`src/shared/mit_pkg.sv`:
```
// Constants, types and register map of the miscellaneous instruction and interval timer block
// Function
// RULE_01: Stack update loads stack pointer from memory
// RULE_02: Add signed byte operand, write sum back
// RULE_03: Condition set positive, negative or zero
// RULE_04: Overflow is carry-in xor carry-out, bit 23
// RULE_05: Block external interrupts one instruction after
// RULE_06: Execute memory word as if at own address
// RULE_07: Second word follows the execute instruction
// RULE_08: Block all interrupts one instruction after
// RULE_09: Program counter not advanced by execute
// RULE_10: Byte query ANDs low byte, sets condition
// RULE_11: Switch query ANDs switches, positive or zero
// RULE_12: Zero extend clears upper sixteen accumulator bits
// RULE_13: Hold stops timer until a release
// RULE_14: Release clock time starts the timer
// RULE_15: Processor mode pauses during channel cycles, interrupts
// RULE_16: Timer runs until held or halted
// RULE_17: Each microsecond decrement count, then test zero
// RULE_18: Zero count raises executive interrupt, keeps running
package mit_pkg;
  localparam int WORD_W = 24;
  localparam int ADDR_W = 12;
  localparam int NUM_EV = 3;
  // ***********************************************************
  // Register map (byte offsets)
  // ***********************************************************
  localparam logic [ADDR_W-1:0] REG_CMD = 12'h000;
  localparam logic [ADDR_W-1:0] REG_EA = 12'h004;
  localparam logic [ADDR_W-1:0] REG_ACC = 12'h008;
  localparam logic [ADDR_W-1:0] REG_COND = 12'h00C;
  localparam logic [ADDR_W-1:0] REG_SP = 12'h010;
  localparam logic [ADDR_W-1:0] REG_TIMER = 12'h014;
  localparam logic [ADDR_W-1:0] REG_STAT = 12'h018;
  localparam logic [ADDR_W-1:0] REG_IRQ_STAT = 12'h01C;
  localparam logic [ADDR_W-1:0] REG_IRQ_MASK = 12'h020;
  localparam logic [ADDR_W-1:0] REG_OWN_ADDR = 12'h024;
  // Command word fields
  localparam int CMD_OPC_LSB = 16;
  localparam int CMD_OPC_W = 4;
  localparam int OPND_W = 8;
  // Condition bits
  localparam int COND_OVF = 0;
  localparam int COND_NEG = 1;
  localparam int COND_ZERO = 2;
  localparam int COND_POS = 3;
  // Event bits
  localparam int EV_TIMER = 0;
  localparam int EV_DONE = 1;
  localparam int EV_OVF = 2;
  // Switch field of the query operand
  localparam int SW_LSB = 1;
  localparam int SW_W = 4;
  localparam int BYTE_W = 8;
  // ***********************************************************
  // Timing
  // ***********************************************************
  localparam int CLK_PERIOD_NS = 10;
  localparam int TIMER_STEP_NS = 1000;
  localparam int TICK_CYCLES = TIMER_STEP_NS / CLK_PERIOD_NS;
  localparam int PRE_W = 7;
  // ***********************************************************
  // Types
  // ***********************************************************
  typedef enum logic [3:0] {
    MIT_OP_NONE = 4'h0, MIT_OP_STACK_UPDATE = 4'h1, MIT_OP_EXEC_MEM = 4'h2,
    MIT_OP_QUERY_BYTE = 4'h3, MIT_OP_QUERY_SW = 4'h4, MIT_OP_ZERO_EXT = 4'h5,
    MIT_OP_HOLD_TIMER = 4'h6, MIT_OP_REL_CLOCK = 4'h7, MIT_OP_REL_PROC = 4'h8
  } mit_op_t;
  typedef enum logic [2:0] {
    MIT_IDLE = 3'b001, MIT_READ = 3'b010, MIT_WRITE = 3'b100
  } mit_state_t;
  typedef struct packed {
    logic req;
    logic we;
    logic [WORD_W-1:0] addr;
    logic [WORD_W-1:0] wdata;
  } mit_mem_req_t;
  typedef struct packed {
    logic ack;
    logic [WORD_W-1:0] rdata;
  } mit_mem_rsp_t;
  typedef struct packed {
    logic valid;
    logic hold_pc;
    logic [WORD_W-1:0] word;
    logic [WORD_W-1:0] pc;
    logic [WORD_W-1:0] word2_addr;
  } mit_exec_t;
endpackage : mit_pkg

```
`src/rtl/mit_core.sv`:
```
// Miscellaneous instruction execution and interval timer with APB register access
`timescale 1ns/100ps
`default_nettype none
module mit_core (
  input wire logic pclk,
  input wire logic presetn,
  input wire logic ce,
  input wire logic psel,
  input wire logic penable,
  input wire logic pwrite,
  input wire logic [mit_pkg::ADDR_W-1:0] paddr,
  input wire logic [31:0] pwdata,
  output logic pready,
  output logic [31:0] prdata,
  output logic pslverr,
  output mit_pkg::mit_mem_req_t mem_req,
  input wire mit_pkg::mit_mem_rsp_t mem_rsp,
  output mit_pkg::mit_exec_t exec_out,
  input wire logic [mit_pkg::SW_W-1:0] sense_switch,
  input wire logic io_block_cycle,
  input wire logic int_active,
  input wire logic cpu_halted,
  input wire logic instr_done,
  output logic ext_int_block,
  output logic all_int_block,
  output logic exec_int,
  output logic irq
);
  import mit_pkg::*;

  // ***********************************************************
  // State
  // ***********************************************************
  typedef struct packed {
    mit_state_t st;
    mit_op_t op;
    logic [OPND_W-1:0] opnd;
    logic [WORD_W-1:0] ea;
    logic [WORD_W-1:0] own;
    logic [WORD_W-1:0] acc;
    logic [3:0] cond;
    logic [WORD_W-1:0] sp;
    logic [WORD_W-1:0] tcount;
    logic [PRE_W-1:0] pre;
    logic running;
    logic proc_mode;
    logic ext_blk;
    logic all_blk;
    logic [NUM_EV-1:0] ev_stat;
    logic [NUM_EV-1:0] ev_mask;
    logic irq;
    logic exec_int;
    mit_mem_req_t mreq;
    mit_exec_t ex;
    logic pready;
    logic [31:0] prdata;
    logic pslverr;
  } mit_regs_t;

  localparam logic [PRE_W-1:0] PRE_LAST = PRE_W'(TICK_CYCLES - 1);
  localparam logic [WORD_W-1:0] WORD_ONE = 24'h000001;
  localparam logic [WORD_W-1:0] WORD_ZERO = 24'h000000;

  mit_regs_t r;
  mit_regs_t next_r;

  // ***********************************************************
  // Read decode
  // ***********************************************************
  logic [31:0] rd_val;
  logic rd_hit;

  always_comb
  begin
    rd_val = 32'h0000_0000;
    rd_hit = 1'b1;
    case (paddr)
      REG_CMD: rd_val = 32'h0000_0000;
      REG_EA: rd_val = {8'h00, r.ea};
      REG_ACC: rd_val = {8'h00, r.acc};
      REG_COND: rd_val = {28'h000_0000, r.cond};
      REG_SP: rd_val = {8'h00, r.sp};
      REG_TIMER: rd_val = {8'h00, r.tcount};
      REG_STAT: rd_val = {27'h000_0000, r.all_blk, r.ext_blk, r.proc_mode, r.running,
                          (r.st != MIT_IDLE)};
      REG_IRQ_STAT: rd_val = {29'h0000_0000, r.ev_stat};
      REG_IRQ_MASK: rd_val = {29'h0000_0000, r.ev_mask};
      REG_OWN_ADDR: rd_val = {8'h00, r.own};
      default: rd_hit = 1'b0;
    endcase
  end

  // ***********************************************************
  // Stack update arithmetic
  // ***********************************************************
  logic [WORD_W-1:0] opnd_ext;
  logic [WORD_W:0] sum_full;
  logic [WORD_W-1:0] sum_low;
  logic carry_in;
  logic carry_out;

  always_comb
  begin
    // RULE_02 sign-extended operand
    opnd_ext = {{(WORD_W-OPND_W){r.opnd[OPND_W-1]}}, r.opnd};
    sum_full = {1'b0, mem_rsp.rdata} + {1'b0, opnd_ext};
    sum_low = {1'b0, mem_rsp.rdata[WORD_W-2:0]} + {1'b0, opnd_ext[WORD_W-2:0]};
    carry_in = sum_low[WORD_W-1];
    carry_out = sum_full[WORD_W];
  end

  // Sets exactly one of positive, negative or zero from a signed value
  function automatic logic [3:0] sign_cond(input logic neg, input logic nz);
    logic [3:0] c;
    c = 4'h0;
    c[COND_NEG] = neg;
    c[COND_ZERO] = !nz;
    c[COND_POS] = !neg && nz;
    return c;
  endfunction : sign_cond

  // ***********************************************************
  // Next state
  // ***********************************************************
  logic apb_wr;
  logic [NUM_EV-1:0] ev;
  logic [WORD_W-1:0] tdec;
  logic [BYTE_W-1:0] byte_and;
  logic [SW_W-1:0] sw_and;
  mit_op_t new_op;

  always_comb
  begin
    next_r = r;
    ev = '0;
    tdec = r.tcount - WORD_ONE;
    byte_and = pwdata[BYTE_W-1:0] & r.acc[BYTE_W-1:0];
    sw_and = pwdata[SW_LSB +: SW_W] & sense_switch;
    new_op = mit_op_t'(pwdata[CMD_OPC_LSB +: CMD_OPC_W]);
    next_r.exec_int = 1'b0;
    next_r.ex.valid = 1'b0;
    next_r.pready = 1'b0;
    apb_wr = psel && penable && r.pready && pwrite;

    // APB: one wait cycle so that all answer signals are registered
    // Cost: every access, even a plain read, takes two access cycles
    if (psel && penable && !r.pready)
    begin
      next_r.pready = 1'b1;
      next_r.prdata = pwrite ? 32'h0000_0000 : rd_val;
      // Busy engine refuses a new command
      next_r.pslverr = !rd_hit || (pwrite && paddr == REG_CMD && r.st != MIT_IDLE);
    end

    // Interrupt-block window ends at the next instruction boundary
    if (instr_done)
    begin
      next_r.ext_blk = 1'b0;
      next_r.all_blk = 1'b0;
    end

    // ***********************************************************
    // Interval timer
    // ***********************************************************
    // RULE_16 halt stops the timer
    if (cpu_halted)
    begin
      next_r.running = 1'b0;
    end
    // RULE_15 processor-time mode pauses on channel cycles and interrupts
    else if (r.running && !(r.proc_mode && (io_block_cycle || int_active)))
    begin
      if (r.pre == PRE_LAST)
      begin
        next_r.pre = '0;
        // RULE_17 decrement, then test the new count
        next_r.tcount = tdec;
        // RULE_18 executive interrupt, timer keeps running
        if (tdec == WORD_ZERO)
        begin
          next_r.exec_int = 1'b1;
          ev[EV_TIMER] = 1'b1;
        end
      end
      else
      begin
        next_r.pre = r.pre + 1'b1;
      end
    end

    // ***********************************************************
    // Memory sequencing
    // ***********************************************************
    case (r.st)
      MIT_IDLE:
      begin
        next_r.mreq.req = 1'b0;
      end
      // Request stays up until acknowledged; a lost acknowledge leaves the engine busy
      MIT_READ:
      begin
        if (mem_rsp.ack)
        begin
          if (r.op == MIT_OP_STACK_UPDATE)
          begin
            // RULE_01 stack pointer from the addressed word
            next_r.sp = mem_rsp.rdata;
            // RULE_02 write sum back to the same address
            next_r.mreq.we = 1'b1;
            next_r.mreq.wdata = sum_full[WORD_W-1:0];
            // RULE_03 one of positive, negative, zero
            next_r.cond = sign_cond(sum_full[WORD_W-1], sum_full[WORD_W-1:0] != WORD_ZERO);
            // RULE_04 overflow from sign-bit carries
            next_r.cond[COND_OVF] = carry_in ^ carry_out;
            ev[EV_OVF] = carry_in ^ carry_out;
            next_r.st = MIT_WRITE;
          end
          else
          begin
            // RULE_06 hand the word over as if fetched at our own address
            next_r.ex.valid = 1'b1;
            next_r.ex.word = mem_rsp.rdata;
            next_r.ex.pc = r.own;
            // RULE_07 a second word comes from the next location
            next_r.ex.word2_addr = r.own + WORD_ONE;
            // RULE_09 program counter stays put
            next_r.ex.hold_pc = 1'b1;
            // RULE_08 all interrupts blocked for one instruction
            next_r.all_blk = 1'b1;
            next_r.mreq.req = 1'b0;
            ev[EV_DONE] = 1'b1;
            next_r.st = MIT_IDLE;
          end
        end
      end
      MIT_WRITE:
      begin
        if (mem_rsp.ack)
        begin
          next_r.mreq.req = 1'b0;
          next_r.mreq.we = 1'b0;
          // RULE_05 external interrupts blocked for one instruction
          next_r.ext_blk = 1'b1;
          ev[EV_DONE] = 1'b1;
          next_r.st = MIT_IDLE;
        end
      end
      default:
      begin
        next_r.st = MIT_IDLE;
        next_r.mreq.req = 1'b0;
      end
    endcase

    // ***********************************************************
    // Register writes, taken at the edge where pready is sampled
    // ***********************************************************
    if (apb_wr)
    begin
      case (paddr)
        REG_EA: next_r.ea = pwdata[WORD_W-1:0];
        REG_ACC: next_r.acc = pwdata[WORD_W-1:0];
        // A software write overrides a decrement in the same cycle
        REG_TIMER: next_r.tcount = pwdata[WORD_W-1:0];
        REG_IRQ_MASK: next_r.ev_mask = pwdata[NUM_EV-1:0];
        REG_OWN_ADDR: next_r.own = pwdata[WORD_W-1:0];
        // Sticky status: software clears a bit by writing a one to it
        REG_IRQ_STAT: next_r.ev_stat = r.ev_stat & ~pwdata[NUM_EV-1:0];
        REG_CMD:
        begin
          // An access already answered with an error must not start a command
          if (r.st == MIT_IDLE && !r.pslverr)
          begin
            next_r.op = new_op;
            next_r.opnd = pwdata[OPND_W-1:0];
            case (new_op)
              MIT_OP_STACK_UPDATE, MIT_OP_EXEC_MEM:
              begin
                next_r.mreq.req = 1'b1;
                next_r.mreq.we = 1'b0;
                next_r.mreq.addr = r.ea;
                next_r.st = MIT_READ;
              end
              MIT_OP_QUERY_BYTE:
              begin
                // RULE_10 result only sets the condition
                next_r.cond = sign_cond(byte_and[BYTE_W-1], byte_and != 8'h00);
                ev[EV_DONE] = 1'b1;
              end
              MIT_OP_QUERY_SW:
              begin
                // RULE_11 positive or zero only
                next_r.cond = sign_cond(1'b0, sw_and != 4'h0);
                ev[EV_DONE] = 1'b1;
              end
              MIT_OP_ZERO_EXT:
              begin
                // RULE_12 upper bits cleared, condition untouched
                next_r.acc = {{(WORD_W-BYTE_W){1'b0}}, r.acc[BYTE_W-1:0]};
                ev[EV_DONE] = 1'b1;
              end
              MIT_OP_HOLD_TIMER:
              begin
                // RULE_13 stopped until a release
                next_r.running = 1'b0;
                ev[EV_DONE] = 1'b1;
              end
              MIT_OP_REL_CLOCK, MIT_OP_REL_PROC:
              begin
                // RULE_14 start counting; release picks the mode
                // A release while halted leaves the timer stopped; it must be issued again
                next_r.running = !cpu_halted;
                next_r.proc_mode = (new_op == MIT_OP_REL_PROC);
                // Prescaler restarts so the first step is a whole microsecond
                next_r.pre = '0;
                ev[EV_DONE] = 1'b1;
              end
              default:
              begin
                next_r.op = MIT_OP_NONE;
              end
            endcase
          end
        end
        default:
        begin
          next_r.ev_stat = next_r.ev_stat;
        end
      endcase
    end

    // A new event wins over a simultaneous write-one-to-clear
    next_r.ev_stat = next_r.ev_stat | ev;
    next_r.irq = |(next_r.ev_stat & next_r.ev_mask);
  end

  // ***********************************************************
  // Registers
  // ***********************************************************
  always_ff @(posedge pclk or negedge presetn)
  begin
    if (!presetn)
    begin
      r <= '0;
      // Idle and no-op codes are set by name, not left to the all-zero clear
      r.st <= MIT_IDLE;
      r.op <= MIT_OP_NONE;
    end
    else if (ce)
    begin
      r <= next_r;
    end
  end

  // ***********************************************************
  // Outputs
  // ***********************************************************
  // Every output is a register copy, so no decode glitch reaches a pin
  assign pready = r.pready;
  assign prdata = r.prdata;
  assign pslverr = r.pslverr;
  assign mem_req = r.mreq;
  assign exec_out = r.ex;
  assign ext_int_block = r.ext_blk;
  assign all_int_block = r.all_blk;
  assign exec_int = r.exec_int;
  assign irq = r.irq;
endmodule : mit_core
`default_nettype wire

```
`config.mk`:
```
export PLATFORM = sky130hd
export DESIGN_NAME = mit_core
export DESIGN_NICKNAME = d
export VERILOG_FILES = /design/src/shared/mit_pkg.sv /design/src/rtl/mit_core.sv
export SDC_FILE = /design/constraint.sdc
export NUM_CORES = 1
export LEC_CHECK = 0
export CORE_MARGIN = 3
export CORE_UTILIZATION = 30
export CTS_BUF_LIST = sky130_fd_sc_hd__clkbuf_4
export DETAILED_ROUTE_END_ITERATION = 10
export DONT_BUFFER_PORTS = 1
export PLACE_DENSITY = 0.5
export SYNTH_ARGS = -nofsm -noshare
export SYNTH_HDL_FRONTEND = slang
export SYNTH_SLANG_ARGS = --single-unit
```
`constraint.sdc`:
```
create_clock -name pclk -period 4.8 [get_ports pclk]
set_input_delay 0.24 -clock pclk [delete_from_list [all_inputs] [get_ports pclk]]
set_output_delay 0.24 -clock pclk [all_outputs]
set_load 0.1 [all_outputs]
```
==> summary.txt, run 1 <==
run status - complete, but fails checks
failing checks - negative hold slack
number of global-route vias before repair - 12667
clock buffer depth - 3
worst-path cell with the longest stage delay - sky130_fd_sc_hd__dfrtp_1
cell with the most instances after synthesis - sky130_fd_sc_hd__dfrtp_1
Placement Cell Area - 15900 um2
insertion delay of the later-clocked pin in the worst-skew pair - 0.83 ns
combinational family with the most area after synthesis - compound AO/OA/AOI/OAI gates
power share of the clock group - 0.459
total of warnings raised by yosys - 0
sequential area share after synthesis - 0.472
standard cell core area - 53200 um2
number of DRC markers in iteration 0 - 885
commonest cells in the synthesized netlist - sky130_fd_sc_hd__dfrtp_1 (307), sky130_fd_sc_hd__nand2_1 (202), sky130_fd_sc_hd__buf_4 (157)
final design instance area without fill - 18200 um2
die outline width - 239 um
vertical die dimension - 239 um
Setup Total Neg Slack - 0 ns
remaining number of nets flagged by the antenna check after routing - 0
internal power of the cells - 4.05 mW
setup slack at placement - 1.26 ns
Switching Fraction - 0.264
Area contributors post-synth - sky130_fd_sc_hd__dfrtp_1 (47%), sky130_fd_sc_hd__mux2_2 (9.7%), sky130_fd_sc_hd__buf_4 (7.2%), sky130_fd_sc_hd__nand2_1 (4.6%), sky130_fd_sc_hd__a21oi_1 (3.5%)
dominant register cell in the synthesized netlist - sky130_fd_sc_hd__dfrtp_1
post-cts resize count - 0
Pleak - 8.55 nW
Sw Pwr - 1.45 mW
ratio of routed vias to standard cells - 5.24
pin count of the biggest net entering global routing - 309
Initial Utilization - 0.307
origin of the worst setup path - opnd_ext[7]
portion of total power attributed to sequential cells - 0.495
number of buffers inserted during clock tree synthesis - 90
mux contribution to synthesized area - 0.101
clock skew after layout - 0.0830 ns
master cell of the clock root buffer - sky130_fd_sc_hd__clkbuf_4
Crit path arrival time - 4.19 ns
fraction of post-synthesis cell area in the top cell type by area - 0.470
share of the clock period used by the worst path - 0.729
length in cells of the worst reg-to-reg path - 10
Synth Cell Area - 16300 um2
first-pass GRT wire length - 81400 um
longest individual stage delay on the worst path - 0.75 ns
Cell Count, Final, Fillers Out - 2381
compound-cell area share of the yosys netlist - 0.147
RSZ-0062 raised after global routing - no
critical path capture point type - flop
TritonCTS clock tree - built
post-synthesis share of cell area spent on and, or, nand and nor gates - 0.130
path type of the worst setup path - flop to flop
Reg-to-Reg Start - opnd_ext[7]
number of detailed-routing iterations run before antenna repair - 8
path class of the lowest-slack min-delay path - primary input to asynchronous set/reset pin
RePlAce Congestion - 0.867
family with the most delay on the worst path - compound AO/OA/AOI/OAI gates
number of cells on the critical path - 10
routed wire length per instance - 22.8 um
part of the total power dissipated in combinational logic - 0.045
area share of fa/ha/maj cells after synthesis - 0.0227
HPWL after detailed placement - 37000 um
average instance area after synthesis - 10.0 um2
power per cell area - 301 nW/um2
top-level I/O count - 245
gate count after technology mapping - 1627
r2r setup slk - 1.30 ns
critical path launch point type - flop
H-tree Lvls - 3
list of cells traversed by the critical path - ha_1, a21oi_1, nor2_1, a211oi_1, a31oi_1, a21oi_1, xor2_1, nor4bb_1, nand4_1, a21bo_2
wirelength, routed - 54400 um
vias post-DR - 12475
die area - 57300 um2
termination of the worst setup path - r[228]
buffers inserted by post-CTS timing repair - 0
number of synthesized flops with an enable pin - 0
async set-reset flop share out of synthesis - 1.00
least setup slack across all paths after layout - 1.30 ns
Max-Cap Viols - 0
min cycle time layout - 3.50 ns
final hold viol count - 308
largest voltage drop on the vdd net - 0.000156 V
number of I/O port buffers - 0
Area growth, synth to finish - 11.5%
endpoint of the lowest-slack register-to-register path - r[228]
required time reported for the critical path endpoint - 5.49 ns
number of endpoints failing setup at the final stage - 0
register bit total from synthesis - 308
clock transition at the registers of the reported paths - 0.07 ns
site row count - 84
worst-path fanout max - 18
DRC viols - 0
global router's overall resource usage - 0.189
most area-hungry cell type in the Yosys netlist - sky130_fd_sc_hd__dfrtp_1
residual overflow from global routing - 0
synth unique cells - 71
Final Total Pwr - 5.50 mW
Max-slew headroom - 0.267
fmax - 286 MHz
share of final-layout standard cells stronger than drive strength 1 - 0.196
fraction of the core area covered by cells at the end of the flow - 0.343
Buf+Inv Stages, Crit Path - 0
number of pins exceeding their max-slew limit in the final report - 0
instance count after placement with tap cells included - 2096
initial antenna violation count - 13
Slew @ Worst Pin - 1.10 ns
worst hold slack - -0.855 ns
sink count of the clock tree - 308
Most common cell on crit path - sky130_fd_sc_hd__a21oi_1
Post-Synth XOR/XNOR Area - 0.0295
number of buffers inserted for hold repair after clock tree synthesis - 113
number of nets in the layout - 1725
state kept, by name, summed over array words and instances (netlist names):
register and cells:
prdata 24, ext_int_block 1, exec_int 1, mem_req 50
exec_out 74, r 146, all_int_block 1, pslverr 1
opnd_ext 8, pready 1, irq 1
final cells by class:
type	count	area, um2
fillers	5506	35000
flip-flops and latches	308	7710
multi-input cells	1060	7100
repair buffers	135	1310
clock buffers	137	1030
well taps	688	861
clock inverters	19	113
inverters	18	67.6
diodes	16	40.0
logic make-up (layout without fill, tap and decap cells):
| family | after synthesis | after routing |
|---|---|---|
| AO/OA/AOI/OAI | 365 | 365 |
| multiplexers | 147 | 147 |
| AND/OR/NAND/NOR | 456 | 456 |
| adder cells (fa/ha/maj) | 29 | 29 |
| flip-flops | 308 | 308 |
| XOR/XNOR | 55 | 55 |
| buffers and inverters | 266 | 309 |
| other | 1 | 24 |
placed cells by master (no fill, tap or decap), types with 25 or more instances in the layout:
master and count:
sky130_fd_sc_hd__nand3_1 37, sky130_fd_sc_hd__nand2_1 201, sky130_fd_sc_hd__mux2_2 141, sky130_fd_sc_hd__dlygate4sd3_1 112, sky130_fd_sc_hd__dfrtp_1 307, sky130_fd_sc_hd__ha_1 28, sky130_fd_sc_hd__a22oi_1 27, sky130_fd_sc_hd__xor2_1 31
sky130_fd_sc_hd__a222oi_1 25, sky130_fd_sc_hd__a21oi_1 114, sky130_fd_sc_hd__a21o_1 32, sky130_fd_sc_hd__o21ai_0 70, sky130_fd_sc_hd__clkbuf_4 137, sky130_fd_sc_hd__nor2_1 90
how the worst min path moves through the flow:
stage,startpoint,depth (start not counted),to,slack (ns)
after detailed placement,presetn,0,prdata[19],-0.03
final,presetn,0,r[193],-0.85
after floorplan,presetn,0,all_int_block,-0.06
after global placement,presetn,0,prdata[18],-0.02
after CTS,presetn,0,prdata[13],-0.98
after global routing,presetn,0,r[193],-0.94
power by group through the flow:
stage          Combinational (mW)  Clock (mW)  Sequential [mW]
3_3_place_gp                0.142           0             2.77
5_1_grt                     0.267        2.78             2.72
4_1_cts                     0.249        2.65             2.72
3_5_place_dp                0.144           0             2.77
2_1_floorplan               0.201           0             2.70
6_report                    0.249        2.53             2.72
layer usage:
metal | up-vias | global-route usage | share of wire
li1 | 5709 | - | -
met1 | 6255 | 0.232 | 0.41
met2 | 423 | 0.313 | 0.48
met3 | 86 | 0.0637 | 0.087
met4 | 2 | 0.0641 | 0.023
met5 | - | 0 | 0.00024
Power figures use the tool's default switching activity.
==> run 2, diff against run 1 <==
Settings changed: PLACE_DENSITY 0.5 to 0.51.
Clock period 4.8 ns to 3.2 ns, I/O delays scaled along.
==> summary.txt, run 2 (synthesis gave the netlist of run 1 again) <==
die area - 57300 um2 (unchanged)
H-tree Lvls - 3 (unchanged)
master cell of the clock root buffer - sky130_fd_sc_hd__clkbuf_4
RePlAce Congestion - 0.900 (+3.8%)
fraction of the core area covered by cells at the end of the flow - 0.348 (+0.00560)
length in cells of the worst reg-to-reg path - 11 (+1)
largest voltage drop on the vdd net - 0.000245 V (+58%)
worst hold slack - -0.936 ns (-0.0814 ns)
clock transition at the registers of the reported paths - 0.07 ns (about the same)
r2r setup slk - 0.05 ns (-1.25 ns)
site row count - 84 (unchanged)
number of DRC markers in iteration 0 - 1056 (+19%)
Max-Cap Viols - 0 (unchanged)
Area growth, synth to finish - 13.4%
required time reported for the critical path endpoint - 3.88 ns (-1.61 ns)
Pleak - 8.81 nW (+3.0%)
residual overflow from global routing - 0 (unchanged)
critical path launch point type - flop
Initial Utilization - 0.307 (unchanged)
ratio of routed vias to standard cells - 5.17 (-1.4%)
global router's overall resource usage - 0.189 (about the same)
DRC viols - 0 (unchanged)
critical path capture point type - flop
Slew @ Worst Pin - 1.05 ns (-0.0459 ns)
endpoint of the lowest-slack register-to-register path - r[228]
share of the clock period used by the worst path - 0.985 (+0.256)
Filler Cells Inserted - 5444 (-1.1%)
standard cell core area - 53200 um2 (unchanged)
number of endpoints failing setup at the final stage - 0 (unchanged)
path class of the lowest-slack min-delay path - primary input to asynchronous set/reset pin
number of pins exceeding their max-slew limit in the final report - 0 (unchanged)
clock skew after layout - 0.0774 ns (-0.00557 ns)
worst-path fanout max - 3 (-15)
failing checks - negative hold slack
number of I/O port buffers - 0 (unchanged)
Largest register FFs - 146 (unchanged)
Reg-to-Reg Start - opnd_ext[0]
first-pass GRT wire length - 81900 um (+0.53%)
Final Total Pwr - 8.49 mW (+54%)
top-level I/O count - 245 (unchanged)
clock buffer depth - 3 (unchanged)
wirelength, routed - 54100 um (-0.53%)
routed wire length per instance - 22.5 um (-1.7%)
min cycle time layout - 3.15 ns (-0.349 ns)
number of global-route vias before repair - 12934 (+2.1%)
Crit path arrival time - 3.84 ns (-0.35 ns)
fmax - 317 MHz (+11%)
TritonCTS clock tree - built
share of final-layout standard cells stronger than drive strength 1 - 0.234 (+0.0385)
HPWL after detailed placement - 37600 um (+1.7%)
insertion delay of the later-clocked pin in the worst-skew pair - 0.82 ns (about the same)
vertical die dimension - 239 um (unchanged)
sink count of the clock tree - 308 (unchanged)
final design instance area without fill - 18500 um2 (+1.6%)
run status - complete, but fails checks
commonest non-fill, non-tap cell in the layout - sky130_fd_sc_hd__dfrtp_1
leading cell types in the layout, fill and taps excluded - sky130_fd_sc_hd__dfrtp_1 (307), sky130_fd_sc_hd__nand2_1 (201), sky130_fd_sc_hd__mux2_2 (141), sky130_fd_sc_hd__clkbuf_4 (139), sky130_fd_sc_hd__a21oi_1 (114)
final hold viol count - 308 (unchanged)
remaining number of nets flagged by the antenna check after routing - 0 (unchanged)
initial antenna violation count - 16 (+3)
number of buffers inserted for hold repair after clock tree synthesis - 86 (-24%)
number of buffers inserted during clock tree synthesis - 90 (unchanged)
power per cell area - 458 nW/um2 (+52%)
number of detailed-routing iterations run before antenna repair - 6 (-2)
die outline width - 239 um (unchanged)
pin count of the biggest net entering global routing - 309 (unchanged)
number of nets in the layout - 1749 (+1.4%)
path type of the worst setup path - flop to flop
Most flops, register - r
Placement Cell Area - 16300 um2 (+2.4%)
RSZ-0062 raised after global routing - yes
vias post-DR - 12453 (-0.18%)
Max-slew headroom - 0.301 (+0.0339)
[run 2: changes by cell type in the layout (fill, tap and decap cells not counted), moves of 3 or more]
cell and delta:
sky130_fd_sc_hd__buf_4 +49, sky130_fd_sc_hd__dlygate4sd3_1 -27, sky130_fd_sc_hd__diode_2 -3, sky130_fd_sc_hd__clkinv_2 +4
sky130_fd_sc_hd__a211oi_1 -3
[run 2: where the power goes]
| group | internal [mW] | total (mW) | switching (mW) |
|---|---|---|---|
| Clock | 2.22 | 4.01 | 1.79 |
| Combinational | 0.139 | 0.427 | 0.289 |
| Sequential | 3.93 | 4.05 | 0.124 |
| Total | 6.29 | 8.49 | 2.20 |
[run 2: critical path, stage by stage, from the launching register on]
cell and delay (ns):
sky130_fd_sc_hd__dfrtp_1 0.38, sky130_fd_sc_hd__ha_2 0.19, sky130_fd_sc_hd__fa_2 0.40, sky130_fd_sc_hd__a211oi_4 0.25, sky130_fd_sc_hd__o211ai_1 0.18, sky130_fd_sc_hd__a31oi_1 0.26
sky130_fd_sc_hd__buf_4 0.17, sky130_fd_sc_hd__xnor2_1 0.07, sky130_fd_sc_hd__or4_1 0.54, sky130_fd_sc_hd__nor3_2 0.16, sky130_fd_sc_hd__nand4_1 0.19, sky130_fd_sc_hd__a21bo_2 0.24
[run 2: timing repair]
item,CTS,global route
gates resized for setup,5,11
setup endpoints to repair,2,8
pin swaps,6,8
buffers inserted,3,1
endpoints found under the hold margin,577,308
[run 2: layout make-up]
cell class	instances	area (um2)	area share
Antenna cell	13	32.5	0.00176
Clock buffer	139	1040	0.0563
Clock inverter	25	195	0.0105
Inverter	18	67.6	0.00365
Multi-Input combinational cell	1060	7170	0.387
Sequential cell	308	7710	0.416
Tap cell	688	861	0.0465
Timing Repair Buffer	159	1450	0.0783
[run 2: routing by layer]
layer / GRT usage / share of wire
met2: 0.308 / 0.48
met3: 0.0663 / 0.086
met4: 0.0641 / 0.024
met5: 0 / 0.00089
met1: 0.235 / 0.41
[run 2: stage by stage]
| stage | setup slack (ns) | std cells | hold WS, ns | setup TNS [ns] |
|---|---|---|---|---|
| after CTS | 0.0169 | 2396 | -1.06 | 0 |
| after global routing | -0.0586 | 2404 | -1.05 | -0.0586 |
| after detailed placement | -0.151 | 2143 | -0.122 | -0.203 |
| after floorplan | 0.222 | 1634 | -0.136 | 0 |
| after global placement | -0.173 | 2143 | -0.123 | -0.248 |
| final | 0.0478 | 2410 | -0.936 | 0 |
[run 2: how the worst max path moves through the flow]
stage	start	end	slack, ns	depth (start not counted)
after floorplan	opnd_ext[0]	r[228]	0.22	11
after global placement	opnd_ext[0]	r[228]	-0.17	12
after detailed placement	opnd_ext[0]	r[228]	-0.15	12
after CTS	opnd_ext[0]	r[228]	0.02	12
after global routing	opnd_ext[0]	r[228]	-0.06	11
final	opnd_ext[0]	r[228]	0.05	11
==> run 3, diff against run 2 <==
Settings changed: CORE_UTILIZATION 30 to 50, PLACE_DENSITY 0.51 to 0.74.
==> summary.txt, run 3 (synthesis gave the netlist of run 1 again) <==
Slew @ Worst Pin - 1.07 ns (+0.0218 ns)
share of final-layout standard cells stronger than drive strength 1 - 0.214 (-0.0202)
remaining number of nets flagged by the antenna check after routing - 0 (unchanged)
vertical die dimension - 187 um (-22%)
initial antenna violation count - 6 (-10)
fmax - 319 MHz (+0.56%)
list of cells traversed by the critical path - ha_2, fa_2, a211oi_2, buf_4, buf_4, o21ai_0, xor2_1, or4_1, nor3_2, nand4_1, a21bo_2
critical path launch point type - flop
path type of the worst setup path - flop to flop
Initial Utilization - 0.513 (+0.205)
routed length on met3 - 4780 um (+3.1%)
min cycle time layout - 3.13 ns (-0.0174 ns)
top-level I/O count - 245 (unchanged)
global router's overall resource usage - 0.268 (+0.0782)
number of global-route vias before repair - 13020 (+0.66%)
highest metal layer with signal wires - met5
Buf+Inv Stages, Crit Path - 2 (+1)
Largest register FFs - 146 (unchanged)
HPWL after detailed placement - 31500 um (-16%)
RePlAce Congestion - 0.945 (+5.0%)
residual overflow from global routing - 0 (unchanged)
Routed met2 length - 22700 um (-12%)
standard cell core area - 31900 um2 (-40%)
total area of multi-input combinational cells - 7150 um2 (-0.26%)
number of buffers inserted during clock tree synthesis - 83 (-7.8%)
master cell of the clock root buffer - sky130_fd_sc_hd__clkbuf_4
Max-Cap Viols - 0 (unchanged)
clock skew after layout - 0.0436 ns (-0.0338 ns)
insertion delay of the later-clocked pin in the worst-skew pair - 0.77 ns (-0.05 ns)
Max-slew headroom - 0.286 (-0.0145)
vias post-DR - 12739 (+2.3%)
internal power of the cells - 6.06 mW (-3.7%)
wirelength, routed - 47300 um (-13%)
number of buffers inserted for hold repair after clock tree synthesis - 106 (+23%)
worst hold slack - -0.887 ns (+0.0492 ns)
largest voltage drop on the vdd net - 0.000435 V (+78%)
first-pass GRT wire length - 74200 um (-9.4%)
clock transition at the registers of the reported paths - 0.07 ns (about the same)
worst-path cell with the longest stage delay - sky130_fd_sc_hd__or4_1
Area growth, synth to finish - 10.5%
ratio of routed vias to standard cells - 5.98 (+16%)
Setup Total Neg Slack - 0 ns (unchanged)
H-tree Lvls - 3 (unchanged)
site row count - 65 (-23%)
share of the clock period used by the worst path - 0.980 (-0.00545)
sum of routed wire segments on met1 - 18300 um (-18%)
die outline width - 187 um (-22%)
storage element area - 7710 um2 (about the same)
final hold viol count - 308 (unchanged)
required time reported for the critical path endpoint - 3.84 ns (-0.04 ns)
failing checks - negative hold slack
sink count of the clock tree - 308 (unchanged)
portion of total power attributed to sequential cells - 0.498 (+0.021)
Crit path arrival time - 3.77 ns (-0.07 ns)
Pleak - 8.67 nW (-1.6%)
Most common cell on crit path - sky130_fd_sc_hd__buf_4
number of DRC markers in iteration 0 - 1108 (+4.9%)
final design instance area without fill - 18100 um2 (-2.5%)
number of endpoints failing setup at the final stage - 0 (unchanged)
DRC viols - 0 (unchanged)
Most flops, register - r
number of pins exceeding their max-slew limit in the final report - 0 (unchanged)
Filler Cells Inserted - 2751 (-49%)
run status - complete, but fails checks
pin count of the biggest net entering global routing - 309 (unchanged)
RSZ-0062 raised after global routing - yes
routed wire length per instance - 22.2 um (-1.0%)
die area - 34900 um2 (-39%)
family with the most delay on the worst path - simple AND/OR/NAND/NOR gates
power share of the clock group - 0.452 (-0.021)
number of detailed-routing iterations run before antenna repair - 5 (-1)
leading cell types in the layout, fill and taps excluded - sky130_fd_sc_hd__dfrtp_1 (306), sky130_fd_sc_hd__nand2_1 (201), sky130_fd_sc_hd__mux2_2 (141), sky130_fd_sc_hd__clkbuf_4 (123), sky130_fd_sc_hd__a21oi_1 (114)
commonest non-fill, non-tap cell in the layout - sky130_fd_sc_hd__dfrtp_1
Sw Pwr - 2.07 mW (-6.0%)
number of I/O port buffers - 0 (unchanged)
longest individual stage delay on the worst path - 0.58 ns (+0.04 ns)
number of nets in the layout - 1740 (-0.51%)
worst-path fanout max - 2 (-1)
TritonCTS clock tree - built
path class of the lowest-slack min-delay path - primary input to asynchronous set/reset pin
Switching Fraction - 0.255 (-0.00469)
clock buffer depth - 3 (unchanged)
power per cell area - 450 nW/um2 (-1.8%)
Placement Cell Area - 15800 um2 (-3.1%)
critical path capture point type - flop
part of the total power dissipated in combinational logic - 0.050 (about the same)
-- run 3: cell types whose count changed in the layout (fill, tap and decap cells not counted), sizes merged --
cell         before  now
buf              74   54
diode            13    6
clkinv           18   16
clkbuf          139  123
inv              19   21
clkinvlp          3    0
dlygate4sd3      85  103
-- run 3: worst paths after layout --
| check | depth (start not counted) | endpoint | slack (ns) | startpoint |
|---|---|---|---|---|
| max | 11 | r[228] | 0.07 | opnd_ext[0] |
| min | 0 | r[296] | -0.89 | presetn |
| max reg2reg | 11 | r[228] | 0.07 | opnd_ext[0] |
| min reg2reg | 2 | r[309] | 0.49 | r[309] |
| max in group asynchronous | 0 | exec_out[56] | 3.66 | presetn |
| min in group pclk | 5 | prdata[1] | 0.06 | paddr[5] |
-- run 3: layer usage --
layer  vias up  track usage
met5         -            0
met4         2        0.107
met3       111       0.0855
met2       653        0.439
met1      6266        0.329
li1       5707            -
-- run 3: what timing repair did --
item / in CTS / in global routing
buffers inserted: 1 / 7
pin swaps: 3 / 12
endpoints found under the setup margin: 2 / 14
resized for setup: 3 / 15
hold endpoints to repair: 555 / 308
-- run 3: final cells by class --
cell class              instances  area share
inverters                      18     0.00374
flip-flops and latches        308       0.427
clock buffers                 123      0.0511
multi-input cells            1060       0.396
diodes                          6    0.000831
clock inverters                22     0.00949
repair buffers                157      0.0820
well taps                     435      0.0301
-- run 3: metrics by stage --
step	total power [mW]	setup WS, ns	utilization	instances
global placement	4.37	-0.115	0.495	1866
finish	8.13	0.0652	0.567	2129
CTS	8.20	0.0123	0.564	2118
global route	8.46	-0.0359	0.566	2128
detailed placement	4.37	-0.186	0.495	1866
floorplan	4.35	0.222	-	1634
-- run 3: power by group through the flow --
stage / registers, mW / logic (mW) / clock network (mW)
final: 4.05 / 0.407 / 3.67
after detailed placement: 4.12 / 0.254 / 0
after global placement: 4.12 / 0.252 / 0
after CTS: 4.05 / 0.399 / 3.75
after global routing: 4.05 / 0.429 / 3.99
after floorplan: 4.05 / 0.301 / 0
